--- config.mk ---
export PLATFORM = sky130hd
export DESIGN_NAME = rcr_regs
export DESIGN_NICKNAME = d
export VERILOG_FILES = /design/src/rcr_pkg.sv /design/src/rcr_sync.sv /design/src/rcr_regs.sv
export SDC_FILE = /design/constraint.sdc
export NUM_CORES = 1
export LEC_CHECK = 0
export ABC_AREA = 1
export ABC_CLOCK_PERIOD_IN_PS = 3320
export BUFFER_PORTS_ARGS = -buffer_cell sky130_fd_sc_hd__buf_4
export CAP_MARGIN = 5
export CORE_ASPECT_RATIO = 0.5
export CORE_MARGIN = 4
export CORE_UTILIZATION = 52
export CTS_CLUSTER_DIAMETER = 80
export DETAILED_ROUTE_END_ITERATION = 10
export GPL_TIMING_DRIVEN = 0
export PLACE_DENSITY_LB_ADDON = 0.25
export SYNTH_ARGS = -nofsm -noshare
export SYNTH_HDL_FRONTEND = slang
export SYNTH_SLANG_ARGS = --single-unit
export TNS_END_PERCENT = 50
--- constraint.sdc ---
create_clock -name clk_sys -period 3.32 [get_ports clk_sys]
set_clock_uncertainty 0.2 [all_clocks]
set_input_delay 0.498 -clock clk_sys [delete_from_list [all_inputs] [get_ports clk_sys]]
set_output_delay 0.498 -clock clk_sys [all_outputs]
set_load 0.01 [all_outputs]
--- src/rcr_pkg.sv ---
package rcr_pkg;

   // -----------------------------------------------------------------
   // register offsets
   // -----------------------------------------------------------------
   localparam logic [7:0] RCR_ADDR_BUCK_TWO_CONTROL = 8'h32;
   localparam logic [7:0] RCR_ADDR_BUCK_THREE_VOLTAGE_PRIMARY = 8'h40;
   localparam logic [7:0] RCR_ADDR_BUCK_THREE_VOLTAGE_SECONDARY = 8'h41;
   localparam logic [7:0] RCR_ADDR_BUCK_THREE_CONTROL = 8'h42;
   localparam logic [7:0] RCR_ADDR_LINEAR_ONE_VOLTAGE = 8'h50;
   localparam logic [7:0] RCR_ADDR_LINEAR_ONE_CONTROL = 8'h51;

   // -----------------------------------------------------------------
   // field positions
   // -----------------------------------------------------------------
   localparam int RCR_BIT_ON = 7;
   localparam int RCR_BIT_PHASE = 6;
   localparam int RCR_BIT_PB_OPTION = 6;
   localparam int RCR_BIT_DISCHARGE = 6;
   localparam int RCR_BIT_MODE = 5;
   localparam int RCR_BIT_LOW_IQ = 5;
   localparam int RCR_DELAY_MSB = 4;
   localparam int RCR_DELAY_LSB = 2;
   localparam int RCR_BIT_FAULT_IRQ = 1;
   localparam int RCR_BIT_POWER_OK = 0;
   localparam int RCR_VCODE_W = 6;
   localparam int RCR_DELAY_W = 3;

   // control bytes keep bits 7:1 writable, voltage bytes bits 5:0
   localparam logic [7:0] RCR_CTRL_WMASK = 8'hFE;
   localparam logic [7:0] RCR_VOLTAGE_SELECT_PIN_WMASK = 8'h3F;

   // -----------------------------------------------------------------
   // reset values (power-up defaults, writable bits only)
   // -----------------------------------------------------------------
   localparam logic [7:0] RCR_RST_BUCK_TWO_CONTROL = 8'h00;
   localparam logic [7:0] RCR_RST_BUCK_THREE_VOLTAGE_PRIMARY = 8'h00;
   localparam logic [7:0] RCR_RST_BUCK_THREE_VOLTAGE_SECONDARY = 8'h00;
   localparam logic [7:0] RCR_RST_BUCK_THREE_CONTROL = 8'h00;
   localparam logic [7:0] RCR_RST_LINEAR_ONE_VOLTAGE = 8'h00;
   localparam logic [7:0] RCR_RST_LINEAR_ONE_CONTROL = 8'h00;

   // -----------------------------------------------------------------
   // access states
   // -----------------------------------------------------------------
   typedef enum logic [1:0] {
      RCR_ST_IDLE  = 2'b00,
      RCR_ST_WRITE = 2'b01,
      RCR_ST_READ  = 2'b10
   } rcr_state_type;

endpackage

--- src/rcr_sync.sv ---
`timescale 1ns/1ps
module rcr_sync #(
   parameter int WIDTH = 1
) (
   input wire logic clk_sys,
   input wire logic reset_n,
   input wire logic [WIDTH-1:0] async_in,
   output logic [WIDTH-1:0] sync_out
);

   // -----------------------------------------------------------------
   // two-stage synchroniser; the first stage feeds only the second
   // -----------------------------------------------------------------
   logic [WIDTH-1:0] meta_r;
   logic [WIDTH-1:0] meta_nxt;
   logic [WIDTH-1:0] sync_r;
   logic [WIDTH-1:0] sync_nxt;

   always_comb begin
      meta_nxt = async_in;
      sync_nxt = meta_r;
   end

   always_ff @(posedge clk_sys or negedge reset_n) begin
      if (!reset_n) begin
         meta_r <= '0;
         sync_r <= '0;
      end else begin
         meta_r <= meta_nxt;
         sync_r <= sync_nxt;
      end
   end

   assign sync_out = sync_r;

endmodule

--- src/rcr_regs.sv ---
`timescale 1ns/1ps
module rcr_regs
   import rcr_pkg::*;
#(
   parameter int ADDR_W = 8,
   parameter int DATA_W = 8
) (
   input wire logic clk_sys,
   input wire logic reset_n,
   input wire logic reg_wr_en,
   input wire logic reg_rd_en,
   input wire logic [ADDR_W-1:0] reg_addr,
   input wire logic [DATA_W-1:0] reg_wdata,
   output logic [DATA_W-1:0] reg_rdata,
   output logic reg_rvalid,
   input wire logic undervoltage_lockout,
   input wire logic voltage_select_pin,
   input wire logic pushbutton_input_n,
   input wire logic [2:0] power_ok_in,
   input wire logic [2:0] fault_in,
   output logic step_down_two_enable,
   output logic step_down_two_phase_180,
   output logic step_down_two_force_pwm,
   output logic [RCR_DELAY_W-1:0] step_down_two_delay,
   output logic step_down_three_enable,
   output logic step_down_three_force_pwm,
   output logic [RCR_DELAY_W-1:0] step_down_three_delay,
   output logic [RCR_VCODE_W-1:0] step_down_three_voltage_code,
   output logic linear_one_enable,
   output logic linear_one_discharge,
   output logic linear_one_low_quiescent,
   output logic [RCR_DELAY_W-1:0] linear_one_delay,
   output logic [RCR_VCODE_W-1:0] linear_one_voltage_code,
   output logic fault_irq
);

   // -----------------------------------------------------------------
   // pin synchronisation
   // -----------------------------------------------------------------
   localparam int SYNC_W = 9;
   logic undervoltage_lockout_s;
   logic voltage_select_pin_s;
   logic pb_s;
   logic [2:0] pok_s;
   logic [2:0] flt_s;

   // button is inverted ahead of the flops: their reset value of zero then
   // means released, so leaving reset never looks like a press
   rcr_sync #(
      .WIDTH(SYNC_W)
   ) u_sync (
      .clk_sys(clk_sys),
      .reset_n(reset_n),
      .async_in({fault_in, power_ok_in, ~pushbutton_input_n, voltage_select_pin,
                 undervoltage_lockout}),
      .sync_out({flt_s, pok_s, pb_s, voltage_select_pin_s, undervoltage_lockout_s})
   );

   // -----------------------------------------------------------------
   // decode helpers
   // -----------------------------------------------------------------
   function automatic logic hit(input logic [ADDR_W-1:0] a, input logic [7:0] off);
      hit = (a == ADDR_W'(off));
   endfunction

   // keep read-only bits of old, take writable bits of new
   function automatic logic [7:0] merge(input logic [7:0] old_v, input logic [7:0] new_v,
                                        input logic [7:0] wmask);
      merge = (old_v & ~wmask) | (new_v & wmask);
   endfunction

   // -----------------------------------------------------------------
   // register storage
   // -----------------------------------------------------------------
   logic [7:0] b2_ctrl_r;
   logic [7:0] b2_ctrl_nxt;
   logic [7:0] b3_vpri_r;
   logic [7:0] b3_vpri_nxt;
   logic [7:0] b3_vsec_r;
   logic [7:0] b3_vsec_nxt;
   logic [7:0] b3_ctrl_r;
   logic [7:0] b3_ctrl_nxt;
   logic [7:0] l1_volt_r;
   logic [7:0] l1_volt_nxt;
   logic [7:0] l1_ctrl_r;
   logic [7:0] l1_ctrl_nxt;
   logic [7:0] wbyte;

   assign wbyte = reg_wdata[7:0];

   always_comb begin
      b2_ctrl_nxt = b2_ctrl_r;
      b3_vpri_nxt = b3_vpri_r;
      b3_vsec_nxt = b3_vsec_r;
      b3_ctrl_nxt = b3_ctrl_r;
      l1_volt_nxt = l1_volt_r;
      l1_ctrl_nxt = l1_ctrl_r;
      if (reg_wr_en) begin
         // control bit 0 is status and voltage bits 7:6 reserved
         if (hit(reg_addr, RCR_ADDR_BUCK_TWO_CONTROL)) begin
            b2_ctrl_nxt = merge(b2_ctrl_r, wbyte, RCR_CTRL_WMASK);
         end
         if (hit(reg_addr, RCR_ADDR_BUCK_THREE_VOLTAGE_PRIMARY)) begin
            b3_vpri_nxt = merge(b3_vpri_r, wbyte, RCR_VOLTAGE_SELECT_PIN_WMASK);
         end
         if (hit(reg_addr, RCR_ADDR_BUCK_THREE_VOLTAGE_SECONDARY)) begin
            b3_vsec_nxt = merge(b3_vsec_r, wbyte, RCR_VOLTAGE_SELECT_PIN_WMASK);
         end
         if (hit(reg_addr, RCR_ADDR_BUCK_THREE_CONTROL)) begin
            b3_ctrl_nxt = merge(b3_ctrl_r, wbyte, RCR_CTRL_WMASK);
         end
         if (hit(reg_addr, RCR_ADDR_LINEAR_ONE_VOLTAGE)) begin
            l1_volt_nxt = merge(l1_volt_r, wbyte, RCR_VOLTAGE_SELECT_PIN_WMASK);
         end
         if (hit(reg_addr, RCR_ADDR_LINEAR_ONE_CONTROL)) begin
            l1_ctrl_nxt = merge(l1_ctrl_r, wbyte, RCR_CTRL_WMASK);
         end
      end
      // lockout wins over a delay code written in the same cycle
      if (undervoltage_lockout_s) begin
         b2_ctrl_nxt[RCR_DELAY_MSB:RCR_DELAY_LSB] =
            RCR_RST_BUCK_TWO_CONTROL[RCR_DELAY_MSB:RCR_DELAY_LSB];
         b3_ctrl_nxt[RCR_DELAY_MSB:RCR_DELAY_LSB] =
            RCR_RST_BUCK_THREE_CONTROL[RCR_DELAY_MSB:RCR_DELAY_LSB];
         l1_ctrl_nxt[RCR_DELAY_MSB:RCR_DELAY_LSB] =
            RCR_RST_LINEAR_ONE_CONTROL[RCR_DELAY_MSB:RCR_DELAY_LSB];
      end
   end

   always_ff @(posedge clk_sys or negedge reset_n) begin
      if (!reset_n) begin
         b2_ctrl_r <= RCR_RST_BUCK_TWO_CONTROL;
         b3_vpri_r <= RCR_RST_BUCK_THREE_VOLTAGE_PRIMARY;
         b3_vsec_r <= RCR_RST_BUCK_THREE_VOLTAGE_SECONDARY;
         b3_ctrl_r <= RCR_RST_BUCK_THREE_CONTROL;
         l1_volt_r <= RCR_RST_LINEAR_ONE_VOLTAGE;
         l1_ctrl_r <= RCR_RST_LINEAR_ONE_CONTROL;
      end else begin
         b2_ctrl_r <= b2_ctrl_nxt;
         b3_vpri_r <= b3_vpri_nxt;
         b3_vsec_r <= b3_vsec_nxt;
         b3_ctrl_r <= b3_ctrl_nxt;
         l1_volt_r <= l1_volt_nxt;
         l1_ctrl_r <= l1_ctrl_nxt;
      end
   end

   // -----------------------------------------------------------------
   // read path
   // -----------------------------------------------------------------
   rcr_state_type state_r;
   rcr_state_type state_nxt;
   logic [DATA_W-1:0] rdata_r;
   logic [DATA_W-1:0] rdata_nxt;
   logic rvalid_r;
   logic rvalid_nxt;
   logic [7:0] rd_byte;

   always_comb begin
      rd_byte = 8'h00;
      if (hit(reg_addr, RCR_ADDR_BUCK_TWO_CONTROL)) begin
         rd_byte = {b2_ctrl_r[7:1], pok_s[0]};
      end else if (hit(reg_addr, RCR_ADDR_BUCK_THREE_VOLTAGE_PRIMARY)) begin
         rd_byte = {2'b00, b3_vpri_r[5:0]};
      end else if (hit(reg_addr, RCR_ADDR_BUCK_THREE_VOLTAGE_SECONDARY)) begin
         rd_byte = {2'b00, b3_vsec_r[5:0]};
      end else if (hit(reg_addr, RCR_ADDR_BUCK_THREE_CONTROL)) begin
         rd_byte = {b3_ctrl_r[7:1], pok_s[1]};
      end else if (hit(reg_addr, RCR_ADDR_LINEAR_ONE_VOLTAGE)) begin
         rd_byte = {2'b00, l1_volt_r[5:0]};
      end else if (hit(reg_addr, RCR_ADDR_LINEAR_ONE_CONTROL)) begin
         rd_byte = {l1_ctrl_r[7:1], pok_s[2]};
      end
   end

   always_comb begin
      state_nxt = RCR_ST_IDLE;
      rdata_nxt = rdata_r;
      rvalid_nxt = 1'b0;
      case (state_r)
         RCR_ST_IDLE, RCR_ST_WRITE, RCR_ST_READ: begin
            if (reg_rd_en) begin
               state_nxt = RCR_ST_READ;
               rdata_nxt = DATA_W'(rd_byte);
               rvalid_nxt = 1'b1;
            end else if (reg_wr_en) begin
               state_nxt = RCR_ST_WRITE;
            end
         end
         default: begin
            state_nxt = RCR_ST_IDLE;
         end
      endcase
   end

   always_ff @(posedge clk_sys or negedge reset_n) begin
      if (!reset_n) begin
         state_r <= RCR_ST_IDLE;
         rdata_r <= '0;
         rvalid_r <= 1'b0;
      end else begin
         state_r <= state_nxt;
         rdata_r <= rdata_nxt;
         rvalid_r <= rvalid_nxt;
      end
   end

   // -----------------------------------------------------------------
   // regulator controls, all registered
   // -----------------------------------------------------------------
   logic [25:0] ctl_r;
   logic [25:0] ctl_nxt;
   logic irq_r;
   logic irq_nxt;

   always_comb begin
      ctl_nxt[0] = b2_ctrl_r[RCR_BIT_ON];
      ctl_nxt[1] = b2_ctrl_r[RCR_BIT_PHASE];
      ctl_nxt[2] = b2_ctrl_r[RCR_BIT_MODE];
      ctl_nxt[5:3] = b2_ctrl_r[RCR_DELAY_MSB:RCR_DELAY_LSB];
      // push-button start only when the option bit is clear
      ctl_nxt[6] = b3_ctrl_r[RCR_BIT_ON]
         | (~b3_ctrl_r[RCR_BIT_PB_OPTION] & pb_s);
      ctl_nxt[7] = b3_ctrl_r[RCR_BIT_MODE];
      ctl_nxt[10:8] = b3_ctrl_r[RCR_DELAY_MSB:RCR_DELAY_LSB];
      ctl_nxt[16:11] = voltage_select_pin_s ? b3_vsec_r[5:0]
                              : b3_vpri_r[5:0];
      ctl_nxt[17] = l1_ctrl_r[RCR_BIT_ON];
      // discharge only acts while the output is shut down
      ctl_nxt[18] = l1_ctrl_r[RCR_BIT_DISCHARGE] & ~l1_ctrl_r[RCR_BIT_ON];
      ctl_nxt[19] = l1_ctrl_r[RCR_BIT_LOW_IQ];
      ctl_nxt[22:20] = l1_ctrl_r[RCR_DELAY_MSB:RCR_DELAY_LSB];
      ctl_nxt[25:23] = '0;
      irq_nxt = (flt_s[0] & b2_ctrl_r[RCR_BIT_FAULT_IRQ])
              | (flt_s[1] & b3_ctrl_r[RCR_BIT_FAULT_IRQ])
              | (flt_s[2] & l1_ctrl_r[RCR_BIT_FAULT_IRQ]);
   end

   logic [RCR_VCODE_W-1:0] l1_code_r;
   logic [RCR_VCODE_W-1:0] l1_code_nxt;

   always_comb begin
      l1_code_nxt = l1_volt_r[RCR_VCODE_W-1:0];
   end

   always_ff @(posedge clk_sys or negedge reset_n) begin
      if (!reset_n) begin
         ctl_r <= '0;
         irq_r <= 1'b0;
         l1_code_r <= '0;
      end else begin
         ctl_r <= ctl_nxt;
         irq_r <= irq_nxt;
         l1_code_r <= l1_code_nxt;
      end
   end

   assign step_down_two_enable = ctl_r[0];
   assign step_down_two_phase_180 = ctl_r[1];
   assign step_down_two_force_pwm = ctl_r[2];
   assign step_down_two_delay = ctl_r[5:3];
   assign step_down_three_enable = ctl_r[6];
   assign step_down_three_force_pwm = ctl_r[7];
   assign step_down_three_delay = ctl_r[10:8];
   assign step_down_three_voltage_code = ctl_r[16:11];
   assign linear_one_enable = ctl_r[17];
   assign linear_one_discharge = ctl_r[18];
   assign linear_one_low_quiescent = ctl_r[19];
   assign linear_one_delay = ctl_r[22:20];
   assign linear_one_voltage_code = l1_code_r;
   assign fault_irq = irq_r;
   assign reg_rdata = rdata_r;
   assign reg_rvalid = rvalid_r;

endmodule

==> results by group, run 1 <==
Status
  – Outcome: finished clean

CTS
  – H-tree Lvls: 3
  – Worst-path clk slew: 60 ps
  – Worst-Skew Late Latency: 340 ps
  – Setup Buffers After CTS: 0
  – Cts bufs inserted: 9
  – Number of gates resized after cts: 0
  – Clock sink total: 97
  – TritonCTS clock tree: done
  – CTS Buffer Depth: 2
  – Hold Buf Count CTS: 0
  – Clk root buf: clkbuf_16

Timing
  – Max frequency: 614 MHz
  – Pins Over Slew Limit: 0
  – TNS Setup: 0 ps
  – Final setup fails: 0
  – Unrepaired setup endpoints after global routing: no
  – Post-route clock period utilization: 49.0%
  – Worst-Margin Slew: 513 ps
  – Hold_ws: 58.0 ps
  – Shortest period the worst path allows: 1630 ps
  – Max_slew headroom: 65.8%
  – Hold Vio Cnt, Final: 0

Global routing
  – Number of global-route vias before repair: 2,734
  – First-pass GRT wire length: 13.8 mm
  – Global route total overflow: 0
  – Largest net degree at the start of global routing: 98
  – Initial antenna violation count: 0
  – Total track usage: 21.7%

Final layout
  – Commonest non-fill, non-tap cells in the layout: dfrtp_1 (97), nand2_1 (78), buf_4 (67), o21ai_1 (34)
  – Register Area: 2430 um^2
  – Most common cell after layout, fill and taps aside: dfrtp_1
  – Area of the multi-input gates: 1070 um^2
  – Share of post-route cells with drive strength above 1: 28.0%
  – Ant diodes: 0
  – Nets: 459
  – Fin area: 4680 um^2
  – Syn-to-layout area delta: 26.7%
  – Filler instances: 519

Critical path
  – Startpoint types: primary input
  – Worst path slowest cell: nor2_2
  – WP data arrival: 1630 ps
  – Max incr delay on CP: 200 ps
  – Worst EP required: 3320 ps
  – Most used cell along the critical path: nor2_2
  – Setup CP Type: primary input to register
  – Setup crit end kind: register
  – Worst Reg-to-Reg Cells: 4
  – CP top delay family: simple AND/OR/NAND/NOR gates
  – Reg2Reg Capture Point: b3_ctrl_r[4]
  – CP cell instances: buf_4, nor2_2, nand3_2, nor2_2, nand2_1, buf_2, nand3_1, o21ai_0
  – R2R Path Start: u_sync.sync_out[0]
  – R2R Setup Slk: 1730 ps
  – Critical path fanouts, max: 10
  – Worst path bufs/invs: 2

Detailed routing
  – DR iter-0 viols: 224
  – Post-route DRC violation count: 0
  – DR WL/cell: 16.1 um
  – DR vias/cell: 5.25
  – Via Count: 2,769
  – WL final: 8.46 mm
  – DRT antenna net count: 0
  – Drt pass-1 iters: 5

Floorplanning
  – Total core area: 6780 um^2
  – # rows: 21
  – Die area: 8590 um^2
  – Chip Width: 127 um
  – Initial core utilization: 54.4%
  – # IOs: 68
  – Chip Height: 67.6 um

Synthesis
  – Ys Warns: 0
  – Synthesized area per cell: 10.5 um^2
  – Distinct cell type count after synthesis: 24
  – Sequential share of the synthesized area: 65.8%
  – Synthesized instance count: 350
  – Flops & latches, synth: 97
  – Syn Nets: 379
  – Post-Syn Area: 3690 um^2

Power
  – Final total power: 0.00254 W
  – Peak supply drop: 0.416 mV
  – Internal: 0.00200 W
  – Seq pwr share: 49.3%
  – Comb pwr share: 6.7%
  – Net Sw Frac: 21.3%
  – LEAKAGE: 2.38 nW
  – Clk pwr share: 44.0%
  – Power Density: 543 nW/um^2
  – Switching pwr: 0.000540 W

Placed design
  – # port buffers: 67
  – DP Wirelength: 6.07 mm
  – DP Area: 4310 um^2
  – RD Place Congestion: 0.959

Min path
  – Hold endpoint: u_sync.meta_r[1]
  – Hold Startpoint: voltage_select_pin
  – Worst min path class: primary input to register
  – Hold path depth: 1

Job
  – Total of max-cap violations: 0
synthesized netlist by cell type:
cell type / instances / area [um^2]
nor2_4: 5 / 56.3
nand3_2: 2 / 20.0
o21bai_1: 1 / 7.51
o21ai_2: 6 / 52.6
nor3_4: 1 / 16.3
o21ai_0: 5 / 25.0
buf_6: 3 / 33.8
o21a_1: 2 / 15.0
mux2_2: 6 / 67.6
o21ai_1: 34 / 170
nand2_2: 5 / 31.3
inv_2: 2 / 7.51
nor2_1: 18 / 67.6
a21oi_1: 6 / 30.0
nand3_4: 1 / 17.5
nand4_1: 2 / 12.5
nor2_2: 3 / 18.8
dfrtp_1: 97 / 2430
buf_2: 5 / 25.0
inv_1: 33 / 124
nand3_1: 33 / 165
nand2_1: 78 / 293
buf_1: 1 / 3.75
clkbuf_1: 1 / 3.75
routing by layer:
metal | share of wire, % | up-vias | GRT usage, %
li1 | - | 1293 | -
met1 | 44 | 1362 | 28.4
met2 | 47 | 102 | 34.7
met3 | 7.9 | 12 | 7.50
met4 | 1.4 | 0 | 6.95
met5 | 0 | - | 0
worst reg2reg max path, stage by stage (launching register included):
cell	delay [ps]
dfrtp_1	360
inv_1	80
buf_1	420
nand2_1	210
o21ai_0	230
worst max path at each step:
stage	start	end	slack [ps]	cells past startpoint
final	reg_addr[3]	b3_ctrl_r[2]	1690	8
after global routing	reg_addr[3]	reg_rdata[2]	1590	9
after CTS	reg_addr[3]	b2_ctrl_r[6]	1710	8
after detailed placement	reg_addr[3]	b2_ctrl_r[6]	1350	8
after global placement	reg_addr[2]	l1_volt_r[5]	1410	8
after floorplan	reg_addr[2]	b3_vsec_r[5]	1710	7
cell families (layout without fill, tap and decap cells):
logic type	Yosys count	in the layout	share of synthesized area [%]
buffers and inverters	45	130	5.36
DFF	97	97	65.8
muxes	6	6	1.83
AOI/OAI and AO/OA	54	54	8.14
and+or+nand+nor	148	148	18.9
cell type report:
cell class                      count  area share (%)
Buffer                             10            1.42
Tap cell                           92            2.46
Multi-Input combinational cell    208            22.8
Sequential cell                    97            51.9
Clock inverter                      4            1.60
Clock buffer                       12            5.48
Timing Repair Buffer               69            11.6
Inverter                           35            2.81
stage by stage:
step / cells / setup slack [ps] / util (%)
finish: 527 / 1690 / 69.0
floorplan: 350 / 1710 / -
CTS: 525 / 1710 / 68.5
global route: 527 / 1590 / 69.0
detailed placement: 509 / 1350 / 63.6
global placement: 509 / 1410 / 63.6
power by group through the flow:
| stage | Clock, W | Combinational, W | Sequential, W |
|---|---|---|---|
| final | 0.00112 | 0.000170 | 0.00125 |
| after global routing | 0.00120 | 0.000190 | 0.00126 |
| after CTS | 0.00114 | 0.000167 | 0.00125 |
| after detailed placement | 0 | 0.000166 | 0.00127 |
| after global placement | 0 | 0.000161 | 0.00127 |
| after floorplan | 0 | 0.0000606 | 0.00128 |
flip-flops by register name (all words and copies together) (netlist names), 7 cells and up:
name and count:
ctl_r 23, u_sync.meta_r 9, u_sync.sync_out 9, reg_rdata 8, b2_ctrl_r 7, b3_ctrl_r 7
l1_ctrl_r 7
(Power assumes the default switching activity.)
==> inputs of run 2 (changes only) <==
ABC_AREA = 0   (was 1)
ABC_CLOCK_PERIOD_IN_PS = 1400   (was 3320)
CORE_UTILIZATION = 49   (was 52)
clock period = 1.4 ns   (was 3.32 ns; I/O delays follow)
==> run 2 against run 1 <==
The run now ends with negative setup slack left. Register-to-register slack worse by 2100 ps. Hold slack worse by 3.3 ps. Synthesized area decreased by 0.10%. Critical endpoint is now b3_ctrl_r[6]. Largest power group unchanged.
==> results by group, run 2 <==
Detailed routing
  – DR vias/cell: 5.71
  – Metal-1 WL: 4.16 mm
  – Met2 wire len: 4.42 mm
  – Highest metal used: met4
  – Drt pass-1 iters: 4
  – WL final: 9.60 mm
  – DRT antenna net count: 0
  – Via Count: 2,760
  – DR iter-0 viols: 254
  – Post-route DRC violation count: 0
  – Metal3 WL: 801 um
  – DR WL/cell: 19.9 um

Critical path
  – Worst EP required: 1430 ps
  – CP cell instances: buf_8, or4b_4, or4b_4, buf_8, mux2_4
  – Setup CP Type: primary input to register
  – R2R Setup Slk: -340 ps
  – Setup crit end kind: register
  – Worst path slowest cell: or4b_4
  – R2R Path Start: reg_rvalid
  – Startpoint types: primary input
  – Max incr delay on CP: 550 ps
  – Worst Reg-to-Reg Cells: 5
  – WP data arrival: 1890 ps
  – Reg2Reg Capture Point: reg_rdata[3]
  – Critical path fanouts, max: 7

Timing
  – Pins Over Slew Limit: 0
  – Worst-Margin Slew: 544 ps
  – Max_slew headroom: 63.7%
  – Post-route clock period utilization: 133%
  – Final setup fails: 44
  – Hold Vio Cnt, Final: 0
  – Max frequency: 538 MHz
  – Unrepaired setup endpoints after global routing: yes
  – TNS Setup: -9760 ps
  – Shortest period the worst path allows: 1860 ps
  – Setup ws final: -459 ps

CTS
  – CTS Buffer Depth: 2
  – Clock sink total: 97
  – Worst-path clk slew: 60 ps
  – Cts bufs inserted: 9
  – TritonCTS clock tree: done
  – Worst-Skew Late Latency: 340 ps
  – Clk root buf: clkbuf_16
  – H-tree Lvls: 3

Status
  – Failing checks: negative setup slack
  – Outcome: finished with violations

Global routing
  – Total track usage: 22.1%
  – Global route total overflow: 0
  – Initial antenna violation count: 0
  – First-pass GRT wire length: 15.1 mm
  – Largest net degree at the start of global routing: 98
  – Number of global-route vias before repair: 2,807

Final layout
  – Max reg flops: 23
  – Most common cell after layout, fill and taps aside: dfrtp_1
  – Syn-to-layout area delta: 42.6%
  – Commonest non-fill, non-tap cells in the layout: dfrtp_1 (97), buf_4 (76), mux2_2 (29), dlygate4sd3_1 (19)
  – Nets: 413
  – Final Util: 71.8%
  – Biggest register: ctl_r
  – Ant diodes: 0
  – Share of post-route cells with drive strength above 1: 45.5%

Floorplanning
  – # IOs: 68
  – # rows: 22
  – Chip Width: 131 um
  – Total core area: 7320 um^2
  – Initial core utilization: 50.4%
  – Die area: 9060 um^2
  – Chip Height: 69.3 um

Synthesis
  – Sequential share of the synthesized area: 65.8%
  – Flops & latches, synth: 97
  – Top-count cell post-synth: dfrtp_1
  – Top cells by area, synth: dfrtp_1 (66%), mux2_2 (9.5%), a221oi_1 (2.4%), o22ai_1 (1.7%), nand3_1 (1.6%)
  – Post-Syn Area: 3690 um^2
  – Ys Warns: 0
  – Top cells by count, synth: dfrtp_1 (97), mux2_2 (31), nand2_1 (14)
  – Main synth FF type: dfrtp_1
  – Synthesized instance count: 266
  – Distinct cell type count after synthesis: 43
  – Synthesized area per cell: 13.9 um^2
  – Top cell type's share of synthesized area: 65.8%
  – Synth area leader: dfrtp_1
  – Syn Nets: 295
  – Post-synth EDFFs: 0
  – Async SR Flop Fraction: 100%

Power
  – LEAKAGE: 2.52 nW
  – Power Density: 1110 nW/um^2
  – Peak supply drop: 0.620 mV

Job
  – Total of max-cap violations: 0

Min path
  – Worst min path class: primary input to register
  – Hold path depth: 3
  – Hold Startpoint: reg_wr_en
  – Hold endpoint: state_r[0]

Placed design
  – # port buffers: 67
  – Pre-CTS WS: -804 ps
  – RD Place Congestion: 0.972
  – DP Wirelength: 6.19 mm
==> run 2: cell types whose count changed after synthesis, sizes merged, moves of 6 or more <==
cell	delta
clkbuf	+6
nand2b	+7
o21ai	-43
a221oi	+10
inv	-29
nor2	-19
mux2	+29
nand3	-24
nand2	-69
o22ai	+10
==> run 2: cell families after synthesis <==
| logic type | share of synthesized area, % |
|---|---|
| mux | 11.1 |
| simple gates | 10.4 |
| compound gates | 10.6 |
| buf+inv | 1.90 |
| flops | 65.8 |
| xor+xnor | 0.238 |
==> run 2: final cells by class <==
cell class | count | area [um^2]
clock inverters | 4 | 30.0
repair buffers | 107 | 923
flip-flops and latches | 97 | 2430
inverters | 6 | 22.5
clock buffers | 10 | 229
plain buffers | 11 | 125
well taps | 96 | 120
multi-input cells | 152 | 1380
fillers | 482 | 2070
==> run 2: routing by layer <==
layer | GRT usage (%) | vias up
li1 | - | 1227
met1 | 32.0 | 1385
met2 | 32.1 | 123
met3 | 6.38 | 25
met4 | 7.64 | 0
met5 | 0 | -
==> run 2: repair_timing <==
action,CTS,global route
buffers inserted,11,8
hold buffers,18,1
gates resized for setup,22,29
cloned,1,0
setup endpoints to repair,48,49
hold endpoints to repair,144,26
pin swaps,6,9
==> run 2: worst max-delay path, delay by kind of cell <==
kind	cells	cell delay (ps)
buffers and inverters	2	280
multiplexers	1	300
AND/OR/NAND/NOR	2	1100
==> run 2: per-stage QoR <==
stage	hold slack, ps	power (W)	cell area (um^2)	instances
detailed placement	121	0.00356	4420	429
global placement	120	0.00354	4420	429
finish	54.7	0.00583	5260	483
CTS	-31.5	0.00584	5050	473
global route	54.3	0.00606	5260	483
floorplan	-286	0.00325	3800	266
==> run 2: power breakdown <==
group	switching (W)	leakage, nW	total (W)	internal (W)
registers	0.0000758	1.29	0.00300	0.00293
logic	0.000296	1.11	0.000627	0.000331
clock network	0.00101	0.125	0.00220	0.00119
==> run 2: worst max path at each step <==
stage               depth (start not counted)   startpoint  slack [ps]            to
floorplan                                   4  reg_addr[5]        -590  b3_ctrl_r[1]
CTS                                         5  reg_addr[4]        -420  b3_ctrl_r[6]
finish                                      5  reg_addr[5]        -460  b3_ctrl_r[6]
global placement                            5  reg_addr[5]        -790  b3_ctrl_r[6]
detailed placement                          5  reg_addr[5]        -800  b3_ctrl_r[6]
global route                                5  reg_addr[5]        -460  b3_ctrl_r[6]
==> inputs of run 3 (changes only) <==
SKIP_LAST_GASP = 1   (was unset)
==> run 3 against run 2 <==
Clock power barely moved. Largest power group unchanged. Cell area fell by 2.1%. Global-route usage did not move. Critical endpoint unchanged. Non-clock buffer count fell by 6. Sequential power barely moved. The run still ends with negative setup slack left. Core utilization fell by 1.5 points. Critical path type unchanged. Via count fell by 1.4%. Combinational power fell by 3%. Power fell by 0.36%. Highest routed layer unchanged.
==> results by group, run 3 (synthesized netlist as in run 2, its figures left out) <==
Detailed routing
  – Via Count: 2,722
  – DRT antenna net count: 0
  – WL final: 9.49 mm
  – DR vias/cell: 5.71
  – DR WL/cell: 19.9 um
  – DR iter-0 viols: 290
  – Drt pass-1 iters: 4
  – Post-route DRC violation count: 0

Floorplanning
  – Initial core utilization: 50.4%
  – # rows: 22
  – Die area: 9060 um^2
  – # IOs: 68
  – Total core area: 7320 um^2
  – Chip Height: 69.3 um
  – Chip Width: 131 um

Timing
  – TNS Setup: -10,080 ps
  – Pins Over Slew Limit: 0
  – Setup ws final: -452 ps
  – Hold Vio Cnt, Final: 0
  – Hold_ws: 39.1 ps
  – Worst-Margin Slew: 557 ps
  – Shortest period the worst path allows: 1850 ps
  – Max frequency: 540 MHz
  – Post-route clock period utilization: 132%
  – Max_slew headroom: 62.7%
  – Unrepaired setup endpoints after global routing: yes
  – Final setup fails: 47

Final layout
  – Commonest non-fill, non-tap cells in the layout: dfrtp_1 (97), buf_4 (74), mux2_2 (30), dlygate4sd3_1 (19)
  – Ant diodes: 0
  – Biggest register: ctl_r
  – Syn-to-layout area delta: 39.6%
  – Share of post-route cells with drive strength above 1: 43.3%
  – Most common cell after layout, fill and taps aside: dfrtp_1
  – Max reg flops: 23
  – Final Util: 70.3%
  – Nets: 407

Critical path
  – Crit path from: reg_addr[4]
  – R2R Path Start: reg_rvalid
  – Setup CP Type: primary input to register
  – R2R Setup Slk: -340 ps
  – Crit path capture: b3_ctrl_r[6]
  – Worst EP required: 1430 ps
  – Startpoint types: primary input
  – Setup crit end kind: register
  – Worst Reg-to-Reg Cells: 5
  – Reg2Reg Capture Point: reg_rdata[3]
  – Critical path fanouts, max: 7
  – WP data arrival: 1880 ps

Power
  – LEAKAGE: 2.48 nW
  – Peak supply drop: 0.622 mV
  – Final total power: 0.00581 W
  – Power Density: 1130 nW/um^2

CTS
  – Worst-Skew Late Latency: 340 ps
  – Clock sink total: 97
  – H-tree Lvls: 3
  – TritonCTS clock tree: done
  – Cts bufs inserted: 9
  – CTS Buffer Depth: 2
  – Worst-path clk slew: 60 ps
  – Clk root buf: clkbuf_16

Global routing
  – Global route total overflow: 0
  – Initial antenna violation count: 0
  – Global Route met3 Usage: 6.38%
  – Most used routing layer: met2
  – GR Util met2: 32.1%
  – M1 GR Usage: 32.0%
  – First-pass GRT wire length: 15.1 mm
  – Number of global-route vias before repair: 2,806
  – Total track usage: 22.1%
  – Largest net degree at the start of global routing: 98

Min path
  – Worst min path class: primary input to register

Placed design
  – DP Wirelength: 6.19 mm
  – RD Place Congestion: 0.972
  – # port buffers: 67

Status
  – Outcome: finished with violations
  – Failing checks: negative setup slack

Job
  – Total of max-cap violations: 0
==> run 3: power breakdown <==
group          total (W)  internal, W  switching [W]
Clock            0.00220      0.00119        0.00101
Combinational   0.000610     0.000319       0.000290
Sequential       0.00300      0.00293      0.0000757
Total            0.00581      0.00444        0.00137
==> run 3: critical path, cell delays in order <==
cell and delay (ps):
buf_8 100, or4b_4 560, or4b_4 540, buf_8 170, mux2_4 300
==> run 3: worst min path at each step <==
stage                    startpoint          endpoint  slack (ps)  cells past startpoint
2_1_floorplan               reset_n      b2_ctrl_r[1]        -290                      0
4_1_cts                     reset_n      b3_vpri_r[5]         -30                      1
3_5_place_dp            fault_in[1]  u_sync.meta_r[7]         120                      1
6_report                  reg_wr_en        state_r[0]          40                      3
5_1_grt                   reg_wr_en        state_r[0]          30                      3
3_3_place_gp   undervoltage_lockout  u_sync.meta_r[0]         120                      1
==> run 3: per-stage QoR <==
stage	setup WS, ps	instances	area (um^2)
2_1_floorplan	-593	266	3800
3_3_place_gp	-786	429	4420
5_1_grt	-455	477	5150
3_5_place_dp	-804	429	4420
4_1_cts	-421	473	5020
6_report	-452	477	5150
==> run 3: final cells by class <==
cell class / instances / area (um^2)
Tap cell: 96 / 120
Fill cell: 505 / 2170
Clock inverter: 4 / 30.0
Inverter: 6 / 22.5
Clock buffer: 10 / 229
Timing Repair Buffer: 101 / 857
Buffer: 11 / 123
Sequential cell: 97 / 2430
Multi-Input combinational cell: 152 / 1340
==> run 3: routing by layer <==
metal  up-vias  routed length, um
li1       1213                  -
met1      1374               4080
met2       118               4400
met3        17                831
met4         0                175
met5         -                  0
==> run 3: what timing repair did <==
action                                  CTS  global route
endpoints found under the setup margin   48            49
hold buffers                             18             1
resized for setup                        18            16
endpoints found under the hold margin   144            26
pin swaps                                 6             4
buffers inserted                         11             2
gates cloned                              1             0
